$ cat src/common/sms_pkg.sv
// Package of constants and carrier types for the SPI master/slave unit
//
// Function
// - Byte end sets done flag; interrupt only when both enables set.
// - Done flag clears after status read then data register access.
// - Normal mode: data write during transfer sets collision, data unchanged.
// - Normal mode: data read during transfer is not trustworthy.
// - Normal mode: collision flag clears together with done flag.
// - Enhanced mode: collision flag means buffer full; writes overwrite buffer.
// - Enhanced mode: buffer full clears when byte moves to shifter.
// - Load window high during bits 0-3, low during bits 4-7.
// - Slave output disable tri-states the slave data output.
// - Enhanced select: 0 single buffered, 1 double buffered via data address.
// - Master: rate bits pick SCK; slave follows incoming clock.
// - Phase and polarity pick one of four clock/data relations.
// - Data register survives warm reset.
// - Rate codes 00..11 divide clock by 4, 8, 32, 64.
// - Bit order 1 sends LSB first, 0 sends MSB first.
// - Master select 1 is master; polarity 1 idles clock high.
// - Slave retransmits last received byte when nothing new loaded.
package sms_pkg;
	localparam int ADR_W = 10;
	// Register word indices; byte address is four times the index
	localparam logic [7:0] IDX_DATA = 8'h86;
	localparam logic [7:0] IDX_STAT = 8'hAA;
	localparam logic [7:0] IDX_CTRL = 8'hD5;
	localparam logic [7:0] CTRL_RST = 8'h00;
	localparam logic [7:0] DATA_RST = 8'h00;
	// Status bit positions
	localparam int ST_DONE = 7;
	localparam int ST_WRITE_COLLISION_FLAG = 6;
	localparam int ST_LDWIN = 5;
	localparam int ST_SLAVE_OUT_DISABLE = 1;
	localparam int ST_ENH = 0;
	localparam logic ST_SLAVE_OUT_DISABLE_RST = 1'b0;
	localparam logic ST_ENH_RST = 1'b0;
	// Half SCK periods minus one, in core clocks
	localparam logic [4:0] DIV_HALF_M1_F4 = 5'h01;
	localparam logic [4:0] DIV_HALF_M1_F8 = 5'h03;
	localparam logic [4:0] DIV_HALF_M1_F32 = 5'h0F;
	localparam logic [4:0] DIV_HALF_M1_F64 = 5'h1F;
	localparam logic [2:0] LAST_BIT = 3'h7;
	localparam logic [2:0] LOAD_WIN_END = 3'h4;
	localparam logic [3:0] LAST_EDGE = 4'hF;

	typedef struct packed {
		logic irq_en;
		logic spi_on;
		logic bit_order;
		logic master;
		logic clock_polarity;
		logic clock_phase;
		logic [1:0] rate;
	} sms_ctrl_t;

	typedef struct packed {
		logic sck;
		logic sck_oe;
		logic mosi;
		logic mosi_oe;
		logic miso;
		logic miso_oe;
	} sms_pins_t;
endpackage

$ cat src/verilog/sms_spi.sv
// SPI master/slave unit with double-buffered transmit and Wishbone registers
//
// Design decision made here: the Wishbone interface to the registers.
`timescale 1ns/10ps
module sms_spi
(
	input wire logic core_clk,
	input wire logic resetn,
	input wire logic warm_reset,
	input wire logic serial_irq_enable,
	input wire logic wb_cyc_i,
	input wire logic wb_stb_i,
	input wire logic wb_we_i,
	input wire logic [sms_pkg::ADR_W-1:0] wb_adr_i,
	input wire logic [3:0] wb_sel_i,
	input wire logic [31:0] wb_dat_i,
	output logic [31:0] wb_dat_o,
	output logic wb_ack_o,
	output logic spi_irq,
	input wire logic sck_i,
	input wire logic mosi_i,
	input wire logic miso_i,
	input wire logic ss_n_i,
	output sms_pkg::sms_pins_t pins_o
);
	sms_pkg::sms_ctrl_t ctl_q;
	sms_pkg::sms_ctrl_t ctl_d;
	sms_pkg::sms_pins_t pins_d;
	logic [7:0] sh_q;
	logic [7:0] sh_d;
	logic [7:0] rx_q;
	logic [7:0] txbuf_q;
	logic [2:0] bit_q;
	logic [3:0] edge_q;
	logic busy_q;
	logic busy_d;
	logic done_q;
	logic arm_q;
	logic write_collision_flag_q;
	logic full_q;
	logic slave_out_disable_q;
	logic enh_q;
	logic sck_prev_q;
	logic ack_q;
	logic [7:0] dat_q;
	logic irq_q;

	// Bus decode
	logic req;
	logic wr;
	logic rd;
	logic hit_data;
	logic hit_stat;
	logic hit_ctrl;
	logic data_wr;
	logic data_acc;
	logic stat_rd;
	logic clear_ev;
	logic [7:0] stat_val;
	logic [7:0] rd_mux;

	assign req = wb_cyc_i && wb_stb_i && !ack_q;
	assign wr = req && wb_we_i && wb_sel_i[0];
	assign rd = req && !wb_we_i;
	assign hit_data = (wb_adr_i[sms_pkg::ADR_W-1:2] == sms_pkg::IDX_DATA);
	assign hit_stat = (wb_adr_i[sms_pkg::ADR_W-1:2] == sms_pkg::IDX_STAT);
	assign hit_ctrl = (wb_adr_i[sms_pkg::ADR_W-1:2] == sms_pkg::IDX_CTRL);
	assign data_wr = wr && hit_data;
	assign data_acc = req && hit_data && (wr || rd);
	assign stat_rd = rd && hit_stat;
	assign clear_ev = arm_q && data_acc;

	// Mode and link events
	logic master_mode;
	logic slave_sel;
	logic tick;
	logic lead;
	logic trail;
	logic samp_ev;
	logic drive_ev;
	logic in_bit;
	logic out_bit;
	logic sck_rise;
	logic sck_fall;
	logic lead_s;
	logic trail_s;
	logic end_m;
	logic end_s;
	logic xfer_end;
	logic start_m;
	logic load_window;
	logic out_upd;
	logic [7:0] shifted;

	assign master_mode = ctl_q.spi_on && ctl_q.master;
	assign slave_sel = ctl_q.spi_on && !ctl_q.master && !ss_n_i;
	assign sck_rise = sck_i && !sck_prev_q;
	assign sck_fall = !sck_i && sck_prev_q;
	assign lead_s = slave_sel && (ctl_q.clock_polarity ? sck_fall : sck_rise);
	assign trail_s = slave_sel && busy_q && (ctl_q.clock_polarity ? sck_rise : sck_fall);
	assign lead = master_mode ? (tick && busy_q && !edge_q[0]) : lead_s;
	assign trail = master_mode ? (tick && busy_q && edge_q[0]) : trail_s;
	assign samp_ev = ctl_q.clock_phase ? trail : lead;
	assign drive_ev = ctl_q.clock_phase ? lead : trail;
	assign in_bit = master_mode ? miso_i : mosi_i;
	assign out_bit = ctl_q.bit_order ? sh_q[0] : sh_q[7];
	assign shifted = ctl_q.bit_order ? {in_bit, sh_q[7:1]} : {sh_q[6:0], in_bit};
	assign end_m = master_mode && trail && (edge_q == sms_pkg::LAST_EDGE);
	assign end_s = !master_mode && samp_ev && (bit_q == sms_pkg::LAST_BIT);
	assign xfer_end = end_m || end_s;
	assign start_m = master_mode && !busy_q && data_wr;
	assign load_window = !busy_q || (bit_q < sms_pkg::LOAD_WIN_END);
	assign out_upd = drive_ev || !busy_q || (master_mode && edge_q == 4'h0 && !tick);

	assign stat_val = {done_q, (enh_q ? full_q : write_collision_flag_q), load_window, 3'h0, slave_out_disable_q, enh_q};
	assign rd_mux = hit_data ? rx_q : hit_stat ? stat_val : hit_ctrl ? ctl_q : 8'h00;

	sms_clkdiv u_div
	(
		.core_clk(core_clk),
		.resetn(resetn),
		.run(master_mode && busy_q),
		.rate(ctl_q.rate),
		.tick(tick)
	);

	// Shift register: idle write, buffer unload, or sampling
	always_comb
	begin
		sh_d = sh_q;
		if (samp_ev)
			sh_d = shifted;
		if (!busy_q && data_wr)
			sh_d = wb_dat_i[7:0];
		if (xfer_end && enh_q && full_q)
			sh_d = txbuf_q;
	end

	always_comb
	begin
		busy_d = busy_q;
		if (start_m || (lead_s && !busy_q))
			busy_d = 1'b1;
		if (xfer_end)
			busy_d = end_m && enh_q && full_q;
		if (!ctl_q.spi_on || (!master_mode && ss_n_i))
			busy_d = 1'b0;
	end

	always_comb
	begin
		ctl_d = ctl_q;
		if (wr && hit_ctrl)
			ctl_d = wb_dat_i[7:0];
	end

	always_comb
	begin
		pins_d.sck = (master_mode && busy_q && tick) ? !pins_o.sck : (busy_q ? pins_o.sck : ctl_q.clock_polarity);
		pins_d.sck_oe = master_mode;
		pins_d.mosi = out_upd ? out_bit : pins_o.mosi;
		pins_d.mosi_oe = master_mode;
		pins_d.miso = out_upd ? out_bit : pins_o.miso;
		pins_d.miso_oe = slave_sel && !slave_out_disable_q;
	end

	// Data path: cleared only by cold reset
	always_ff @(posedge core_clk or negedge resetn)
	begin
		if (!resetn)
		begin
			sh_q <= sms_pkg::DATA_RST;
			rx_q <= sms_pkg::DATA_RST;
			txbuf_q <= sms_pkg::DATA_RST;
		end
		else
		begin
			sh_q <= sh_d;
			if (xfer_end)
				rx_q <= samp_ev ? shifted : sh_q;
			if (data_wr && busy_q && enh_q)
				txbuf_q <= wb_dat_i[7:0];
		end
	end

	// Control, flags and sequencing
	always_ff @(posedge core_clk or negedge resetn)
	begin
		if (!resetn)
		begin
			ctl_q <= sms_pkg::CTRL_RST;
			slave_out_disable_q <= sms_pkg::ST_SLAVE_OUT_DISABLE_RST;
			enh_q <= sms_pkg::ST_ENH_RST;
			busy_q <= 1'b0;
			bit_q <= 3'h0;
			edge_q <= 4'h0;
			done_q <= 1'b0;
			arm_q <= 1'b0;
			write_collision_flag_q <= 1'b0;
			full_q <= 1'b0;
			sck_prev_q <= 1'b0;
			irq_q <= 1'b0;
		end
		else if (warm_reset)
		begin
			ctl_q <= sms_pkg::CTRL_RST;
			slave_out_disable_q <= sms_pkg::ST_SLAVE_OUT_DISABLE_RST;
			enh_q <= sms_pkg::ST_ENH_RST;
			busy_q <= 1'b0;
			bit_q <= 3'h0;
			edge_q <= 4'h0;
			done_q <= 1'b0;
			arm_q <= 1'b0;
			write_collision_flag_q <= 1'b0;
			full_q <= 1'b0;
			irq_q <= 1'b0;
		end
		else
		begin
			ctl_q <= ctl_d;
			if (wr && hit_stat)
			begin
				slave_out_disable_q <= wb_dat_i[sms_pkg::ST_SLAVE_OUT_DISABLE];
				enh_q <= wb_dat_i[sms_pkg::ST_ENH];
			end
			busy_q <= busy_d;
			sck_prev_q <= sck_i;
			if (!busy_d || xfer_end)
			begin
				bit_q <= 3'h0;
				edge_q <= 4'h0;
			end
			else
			begin
				if (samp_ev)
					bit_q <= bit_q + 3'h1;
				if (master_mode && tick)
					edge_q <= edge_q + 4'h1;
			end
			done_q <= xfer_end || (done_q && !clear_ev);
			arm_q <= (stat_rd && done_q) || (arm_q && !data_acc);
			write_collision_flag_q <= (data_wr && busy_q && !enh_q) || (write_collision_flag_q && !(clear_ev && !enh_q));
			full_q <= (data_wr && busy_q && enh_q) || (full_q && !xfer_end);
			irq_q <= done_q && ctl_q.irq_en && serial_irq_enable;
		end
	end

	// Bus answer and pins
	always_ff @(posedge core_clk or negedge resetn)
	begin
		if (!resetn)
		begin
			ack_q <= 1'b0;
			dat_q <= 8'h00;
			pins_o <= '0;
		end
		else
		begin
			ack_q <= req;
			if (rd)
				dat_q <= rd_mux;
			pins_o <= pins_d;
		end
	end

	assign wb_ack_o = ack_q;
	assign wb_dat_o = {24'h000000, dat_q};
	assign spi_irq = irq_q;
endmodule // sms_spi

$ cat src/verilog/sms_clkdiv.sv
// Master SCK half-period tick divider
`timescale 1ns/10ps
module sms_clkdiv
(
	input wire logic core_clk,
	input wire logic resetn,
	input wire logic run,
	input wire logic [1:0] rate,
	output logic tick
);
	logic [4:0] cnt_q;
	logic [4:0] cnt_d;
	logic [4:0] half_m1;
	logic at_end;

	assign half_m1 = (rate == 2'h0) ? sms_pkg::DIV_HALF_M1_F4 :
		(rate == 2'h1) ? sms_pkg::DIV_HALF_M1_F8 :
		(rate == 2'h2) ? sms_pkg::DIV_HALF_M1_F32 : sms_pkg::DIV_HALF_M1_F64;
	assign at_end = (cnt_q == half_m1);
	assign cnt_d = (!run || at_end) ? 5'h00 : cnt_q + 5'h01;

	always_ff @(posedge core_clk or negedge resetn)
	begin
		if (!resetn)
		begin
			cnt_q <= 5'h00;
			tick <= 1'b0;
		end
		else
		begin
			cnt_q <= cnt_d;
			tick <= run && at_end;
		end
	end
endmodule // sms_clkdiv

$ cat config.mk
export PLATFORM = sky130hd
export DESIGN_NAME = sms_spi
export DESIGN_NICKNAME = d
export VERILOG_FILES = /design/src/common/sms_pkg.sv /design/src/verilog/sms_spi.sv /design/src/verilog/sms_clkdiv.sv
export SDC_FILE = /design/constraint.sdc
export NUM_CORES = 1
export LEC_CHECK = 0
export ABC_AREA = 1
export BUFFER_PORTS_ARGS = -buffer_cell sky130_fd_sc_hd__buf_2
export CORE_MARGIN = 2
export CORE_UTILIZATION = 53
export DETAILED_ROUTE_END_ITERATION = 10
export PLACE_DENSITY = 0.77
export SETUP_SLACK_MARGIN = 0.02
export SLEW_MARGIN = 20
export SYNTH_ARGS = -nofsm -noshare
export SYNTH_HDL_FRONTEND = slang
export SYNTH_SLANG_ARGS = --single-unit
$ cat constraint.sdc
create_clock -name core_clk -period 1.8 [get_ports core_clk]
set_input_delay 0 -clock core_clk [delete_from_list [all_inputs] [get_ports core_clk]]
set_output_delay 0 -clock core_clk [all_outputs]
set_load 0.01 [all_outputs]
After elaboration in Yosys (flattened, before gate mapping)
Cells that the tools add are included.
{"block": "totals", "word_cells": 178, "ramBits": 0, "mem_count": 0, "register_bits": 67, "romBits": 0, "latchBits": 0, "out_inout_bits": 40, "in_bits": 57}
{"block": "op_classes", "shifts": 0, "n_addsub": 3, "mux": 43, "n_eq_ne": 9, "n_lt_le_gt_ge": 1, "mul": 0, "div": 0, "bitwise": 0, "n_reduce_logical": 93}
{"cell": "$mux 8", "count": 9}
{"cell": "$logic_and 1x1->1", "count": 54}
{"cell": "$eq 8x8->1 const B", "count": 3}
{"cell": "$mux 1", "count": 24}
{"cell": "$logic_not 1->1", "count": 20}
{"cell": "$mux 5", "count": 4}
{"cell": "$logic_or 1x1->1", "count": 13}
{"cell": "$mux 4", "count": 3}
{"cell": "$mux 3", "count": 3}
{"cell": "$reduce_bool 3->1", "count": 2}
{"cell": "$add 5x1->5 const B", "count": 1}
{"cell": "$eq 5x5->1", "count": 1}
{"cell": "$add 4x1->4 const B", "count": 1}
{"cell": "$eq 4x4->1 const B", "count": 1}
{"cell": "$logic_not 4->1", "count": 1}
{"cell": "$reduce_bool 2->1", "count": 2}
{"cell": "$add 3x1->3 const B", "count": 1}
{"cell": "$eq 3x3->1 const B", "count": 1}
{"cell": "$lt 3x3->1 const B", "count": 1}
{"cell": "$eq 2x1->1 const B", "count": 1}
{"cell": "$eq 2x2->1 const B", "count": 1}
{"cell": "$logic_not 2->1", "count": 1}
{"cell": "$ne 2x1->1 const B", "count": 1}

Depth between registers and ports, before layout
{"block": "logic_depth", "word_depth": 16, "ltp_mapped": 13, "depth_no_buf": 12}

By module
A second synthesis with hierarchy kept.
{"block": "hier_totals", "cells_unflattened": 491, "area_unflattened_um2": 3886.2}
{"mod": "sms_spi", "seq_area_each_um2": 1526.5, "cells_per_inst": 452, "area_each_um2": 3580.9, "n_inst": 1}
{"mod": "sms_clkdiv", "seq_area_each_um2": 150.1, "cells_per_inst": 39, "area_each_um2": 305.3, "n_inst": 1}

Worst setup path before layout
OpenSTA, ideal clock, no wires.
{"block": "synth_timing", "path_kind": "reg2reg", "startpoint": "register ack_q, in the netlist wb_ack_o", "endpoint": "register txbuf_q[7]", "arrival_ps": 1360, "n_path_buf": 1, "setup_ps": 118, "path_stages_with_launch": 10, "slack_ps": 322, "synth_period_minus_slack_ps": 1478, "t_required_ps": 1682, "cell_sequence": "dfrtp_1 nor2_1 inv_1 nor2_1 inv_1 nor2_4 nand3_4 buf_6 nand2_1 o21ai_2"}
{"block": "synth_between", "elab_chain_cells": 7}
{"item": "start, declared", "line_no": "sms_spi.sv:44", "source": "logic ack_q;"}
{"item": "start signal, assigned", "line_no": "sms_spi.sv:259", "source": "ack_q <= req;"}
{"item": "$logic_not 1->1", "line_no": "sms_spi.sv:62", "source": "assign req = wb_cyc_i && wb_stb_i && !ack_q;"}
{"item": "$logic_and 1x1->1", "line_no": "sms_spi.sv:62"}
{"item": "via req", "line_no": "sms_spi.sv:49", "source": "logic req;"}
{"item": "$logic_and 1x1->1 (2 in series)", "line_no": "sms_spi.sv:63", "source": "assign wr = req && wb_we_i && wb_sel_i[0];"}
{"item": "$logic_and 1x1->1", "line_no": "sms_spi.sv:68", "source": "assign data_wr = wr && hit_data;"}
{"item": "$logic_and 1x1->1 (2 in series)", "line_no": "sms_spi.sv:181", "source": "if (data_wr && busy_q && enh_q)"}
{"item": "end signal, assigned", "line_no": "sms_spi.sv:174", "source": "txbuf_q <= sms_pkg::DATA_RST;"}
{"item": "end signal, assigned", "line_no": "sms_spi.sv:182", "source": "txbuf_q <= wb_dat_i[7:0];"}
{"item": "end, declared", "line_no": "sms_spi.sv:32", "source": "logic [7:0] txbuf_q;"}
The timed path passes the listed nets, and every way through them passes these cells.
A chain may end at the register's enable or synchronous reset.

Worst setup path in the final report
{"block": "layout_timing", "startpoint": "register ctl_q[6] (netlist name)", "endpoint": "register rx_q[0]"}
{"block": "layout_between", "elab_chain_cells": 9, "word_cells_on_any_way": 18, "classes_between": "6 x mux; 12 x reduce/logical"}
{"item": "start, declared", "line_no": "sms_spi.sv:26", "source": "sms_pkg::sms_ctrl_t ctl_q;"}
{"item": "start signal, assigned", "line_no": "sms_spi.sv:191", "source": "ctl_q <= sms_pkg::CTRL_RST;"}
{"item": "start signal, assigned", "line_no": "sms_spi.sv:206", "source": "ctl_q <= sms_pkg::CTRL_RST;"}
{"item": "start signal, assigned", "line_no": "sms_spi.sv:220", "source": "ctl_q <= ctl_d;"}
{"item": "$logic_and 1x1->1 (2 in series)", "line_no": "sms_spi.sv:96", "source": "assign slave_sel = ctl_q.spi_on && !ctl_q.master && !ss_n_i;"}
{"item": "$logic_and 1x1->1 (2 in series)", "line_no": "sms_spi.sv:100", "source": "assign trail_s = slave_sel && busy_q && (ctl_q.clock_polarity ? sck_rise : sck_fall);"}
{"item": "$mux 1", "line_no": "sms_spi.sv:102", "source": "assign trail = master_mode ? (tick && busy_q && edge_q[0]) : trail_s;"}
{"item": "$mux 1", "line_no": "sms_spi.sv:103", "source": "assign samp_ev = ctl_q.clock_phase ? trail : lead;"}
{"item": "$logic_and 1x1->1 (2 in series)", "line_no": "sms_spi.sv:109", "source": "assign end_s = !master_mode && samp_ev && (bit_q == sms_pkg::LAST_BIT);"}
{"item": "$logic_or 1x1->1", "line_no": "sms_spi.sv:110", "source": "assign xfer_end = end_m || end_s;"}
{"item": "end signal, assigned", "line_no": "sms_spi.sv:173", "source": "rx_q <= sms_pkg::DATA_RST;"}
{"item": "end signal, assigned", "line_no": "sms_spi.sv:180", "source": "rx_q <= samp_ev ? shifted : sh_q;"}
{"item": "end, declared", "line_no": "sms_spi.sv:31", "source": "logic [7:0] rx_q;"}
Parallel ways exist; a longest one is shown, timed or not.

==> results.py <==
metrics = {
    "status": {
        "status": "completed",
    },
    "clock_network": {
        "cts.clk_slew.worst_paths_ns": 0.08,
        "cts_root_buffer": "clkbuf_8",
        "cts_sinks": 67,
        "cts_buffers": 9,
        "clock_path_buffers": 2,
        "htree_levels": 3,
        "clk_latency_ns": 0.34,
        "cts_tree": "built",
    },
    "final_layout": {
        "layout_commonest_cell": "nand2_1",
        "fillers": 631,
        "drive_above_1_share": 0.201,
        "area_delta_synth_final_pct": 18.9,
        "final_nets": 604,
        "final_util": 0.658,
        "final_cell_mix": "143 x nand2_1, 66 x dfrtp_1, 51 x nand3_1, 43 x buf_2, 40 x inv_1",
        "antennaDiodeCount": 0,
    },
    "synthesis": {
        "synth_seq_cells": 67,
        "yosys.area_share.simple": 0.319,
        "synth_compound_area_frac": 0.0853,
        "async_reset_ff_frac": 1.00,
        "syn_avg_cell_area_um2": 8.03,
        "synthAdderAreaFrac": 0.0165,
        "synth_edf_count": 0,
        "yosys-mux-area-fraction": 0.00527,
        "syn-cell-area_um2": 3800,
        "ys.flop_type": "dfrtp_1",
        "synth_cell_types": 41,
        "synth.yosys.seq_area_share": 0.441,
        "synth-xor-area-share": 0.0138,
        "yosysWarningCount": 0,
        "syn_inst": 473,
        "synth_top_family_by_area": "simple AND/OR/NAND/NOR gates",
    },
    "place": {
        "portBuffers": 43,
        "place_congestion": 0.886,
        "dpl.hpwl_mm": 6.26,
    },
    "grt": {
        "antenna_found_initial": 0,
        "grt_pass1_wl_mm": 14.8,
        "grt_pass1_vias": 3207,
        "grt-ovfl-total": 0,
        "grt_use_total": 0.248,
        "grt_max_degree": 36,
    },
    "critical_path": {
        "critPathCaptureType": "flip-flop",
        "critPathMaxFanout": 13,
        "rrSetupSlack_ns": 0.11,
        "path_class": "flip-flop to flip-flop",
        "max_stage_delay_ns": 0.39,
        "cp_data_arrival_time_ns": 1.93,
        "path_cells": "inv_1 > nor2_1 > nand2_1 > nor2_1 > nand2_1 > nand3_2 > nand3_4 > nand2_8 > buf_4 > nand2_1 > nand2_1",
        "cp_slowest_cell": "dfrtp_1",
        "crit_required_ns": 2.04,
        "cp-start-kind": "flip-flop",
        "path_common_cell": "nand2_1",
    },
    "timing": {
        "hold_violations": 0,
        "rsz0062_at_grt": "true",
        "final_max_slew_viol_count": 0,
        "finalSetupViolCount": 0,
        "period_share": 0.938,
        "max_freq_mhz": 592,
        "max-slew-margin-rel": 0.464,
        "holdWs_ns": 0.0213,
        "min_period_ns": 1.69,
        "finalClockSkew_ns": 0.00695,
        "tightestPinTransition_ns": 0.804,
    },
    "power": {
        "vdd.ir_drop.worst_mv": 0.535,
        "p_per_area_nw_per_um2": 810,
        "leakage_nw": 2.31,
    },
    "floorplan": {
        "die_w_um": 88.7,
        "core-area_um2": 6870,
        "fp.dieH_um": 88.7,
        "pin_count": 97,
        "dieArea_um2": 7860,
        "rows": 30,
        "initial_core_util": 0.553,
    },
    "drt": {
        "wirelength_mm": 8.75,
        "wl_per_cell_um": 13.6,
        "avgViaCountPerCell": 5.14,
        "dr.pass1.iters": 5,
        "drt-initial-drc-count": 250,
        "drc": 0,
        "drtAntennaViolNets": 0,
        "vias": 3305,
    },
    "flow_run": {
        "cap_viol_max_count": 0,
    },
    "worst_hold_path": {
        "hold_path_class": "input pin to flip-flop",
    },
}
==> through the flow <==
step | cells | setup WS, ns | TNS [ns] | instance area [um2] | total power [W]
2_1_floorplan | 496 | 0.322 | 0 | 3890 | 0.00186
3_3_place_gp | 609 | 0.0717 | 0 | 4050 | 0.00196
3_5_place_dp | 609 | 0.0166 | 0 | 4050 | 0.00197
4_1_cts | 641 | 0.0911 | 0 | 4480 | 0.00368
5_1_grt | 643 | -0.0185 | -0.0572 | 4520 | 0.00381
6_report | 643 | 0.111 | 0 | 4520 | 0.00366
==> critical path, delay by kind of cell (launching register included) <==
| family | cells | cell delay (ns) |
|---|---|---|
| buffers and inverters | 2 | 0.33 |
| DFF | 1 | 0.39 |
| and+or+nand+nor | 9 | 0.84 |
==> timing repair <==
action / 4_1_cts / 5_1_grt
pin swaps: 0 / 1
hold endpoints to repair: 49 / 0
hold buffers: 16 / 0
setup endpoints to repair: 2 / 24
buffers inserted: 0 / 2
gates resized for setup: 1 / 6
==> layer usage <==
layer / vias up / share of wire / track usage
met5: - / 0 / 0
met4: 0 / 0.012 / 0.0647
li1: 1635 / - / -
met2: 112 / 0.49 / 0.419
met3: 11 / 0.065 / 0.0550
met1: 1547 / 0.44 / 0.323
==> final cells by class <==
| class | instances | area, um2 | area share |
|---|---|---|---|
| well taps | 96 | 120 | 0.0266 |
| clock buffers | 10 | 138 | 0.0305 |
| repair buffers | 73 | 497 | 0.110 |
| clock inverters | 6 | 136 | 0.0302 |
| flip-flops and latches | 67 | 1680 | 0.371 |
| inverters | 45 | 175 | 0.0388 |
| multi-input cells | 346 | 1770 | 0.393 |
==> synth_stat cells, types with 4 or more instances <==
cell     number  area share
nand2_1     144        0.14
dfrtp_1      67        0.44
nand3_1      51       0.067
inv_1        40       0.040
nor2_1       30       0.030
buf_4        29       0.057
o21ai_0      13       0.017
nor3_1       10       0.013
o21ai_2       9       0.021
o22ai_1       7       0.012
a21oi_1       6      0.0079
ha_1          5       0.016
nand3_2       5       0.013
xor2_1        5       0.012
inv_2         4      0.0040
nand4_1       4      0.0066
==> cell families after synthesis <==
kind of cell | after synthesis
and+or+nand+nor | 260
buffers and inverters | 83
DFF | 67
AOI/OAI and AO/OA | 49
xor gates and xnor gates | 6
adders and majority gates | 5
muxes | 2
other | 1
==> state kept, by name (all words and copies together) (netlist names), 3 cells and up <==
register / cells
ctl_q: 8
dat_q: 8
rx_q: 8
sh_q: 8
txbuf_q: 8
u_div.cnt_q: 5
edge_q: 4
pins_o: 4
bit_q: 3
==> power breakdown <==
part           switching [W]  internal (W)  leakage [nW]  total, W
registers          0.0000448       0.00157         0.892   0.00161
clock network       0.000591       0.00110         0.133   0.00169
logic               0.000216      0.000139          1.29  0.000356
==> final timing paths <==
| kind | start | to | cells past startpoint |
|---|---|---|---|
| max | ctl_q[6] | rx_q[0] | 11 |
| min in group asynchronous | resetn | busy_q | 2 |
| min reg2reg | rx_q[3] | rx_q[3] | 2 |
| min | wb_adr_i[4] | dat_q[1] | 4 |
| max in group asynchronous | resetn | sh_q[3] | 3 |
| max reg2reg | ctl_q[6] | rx_q[0] | 11 |
(Power assumes the default switching activity.)
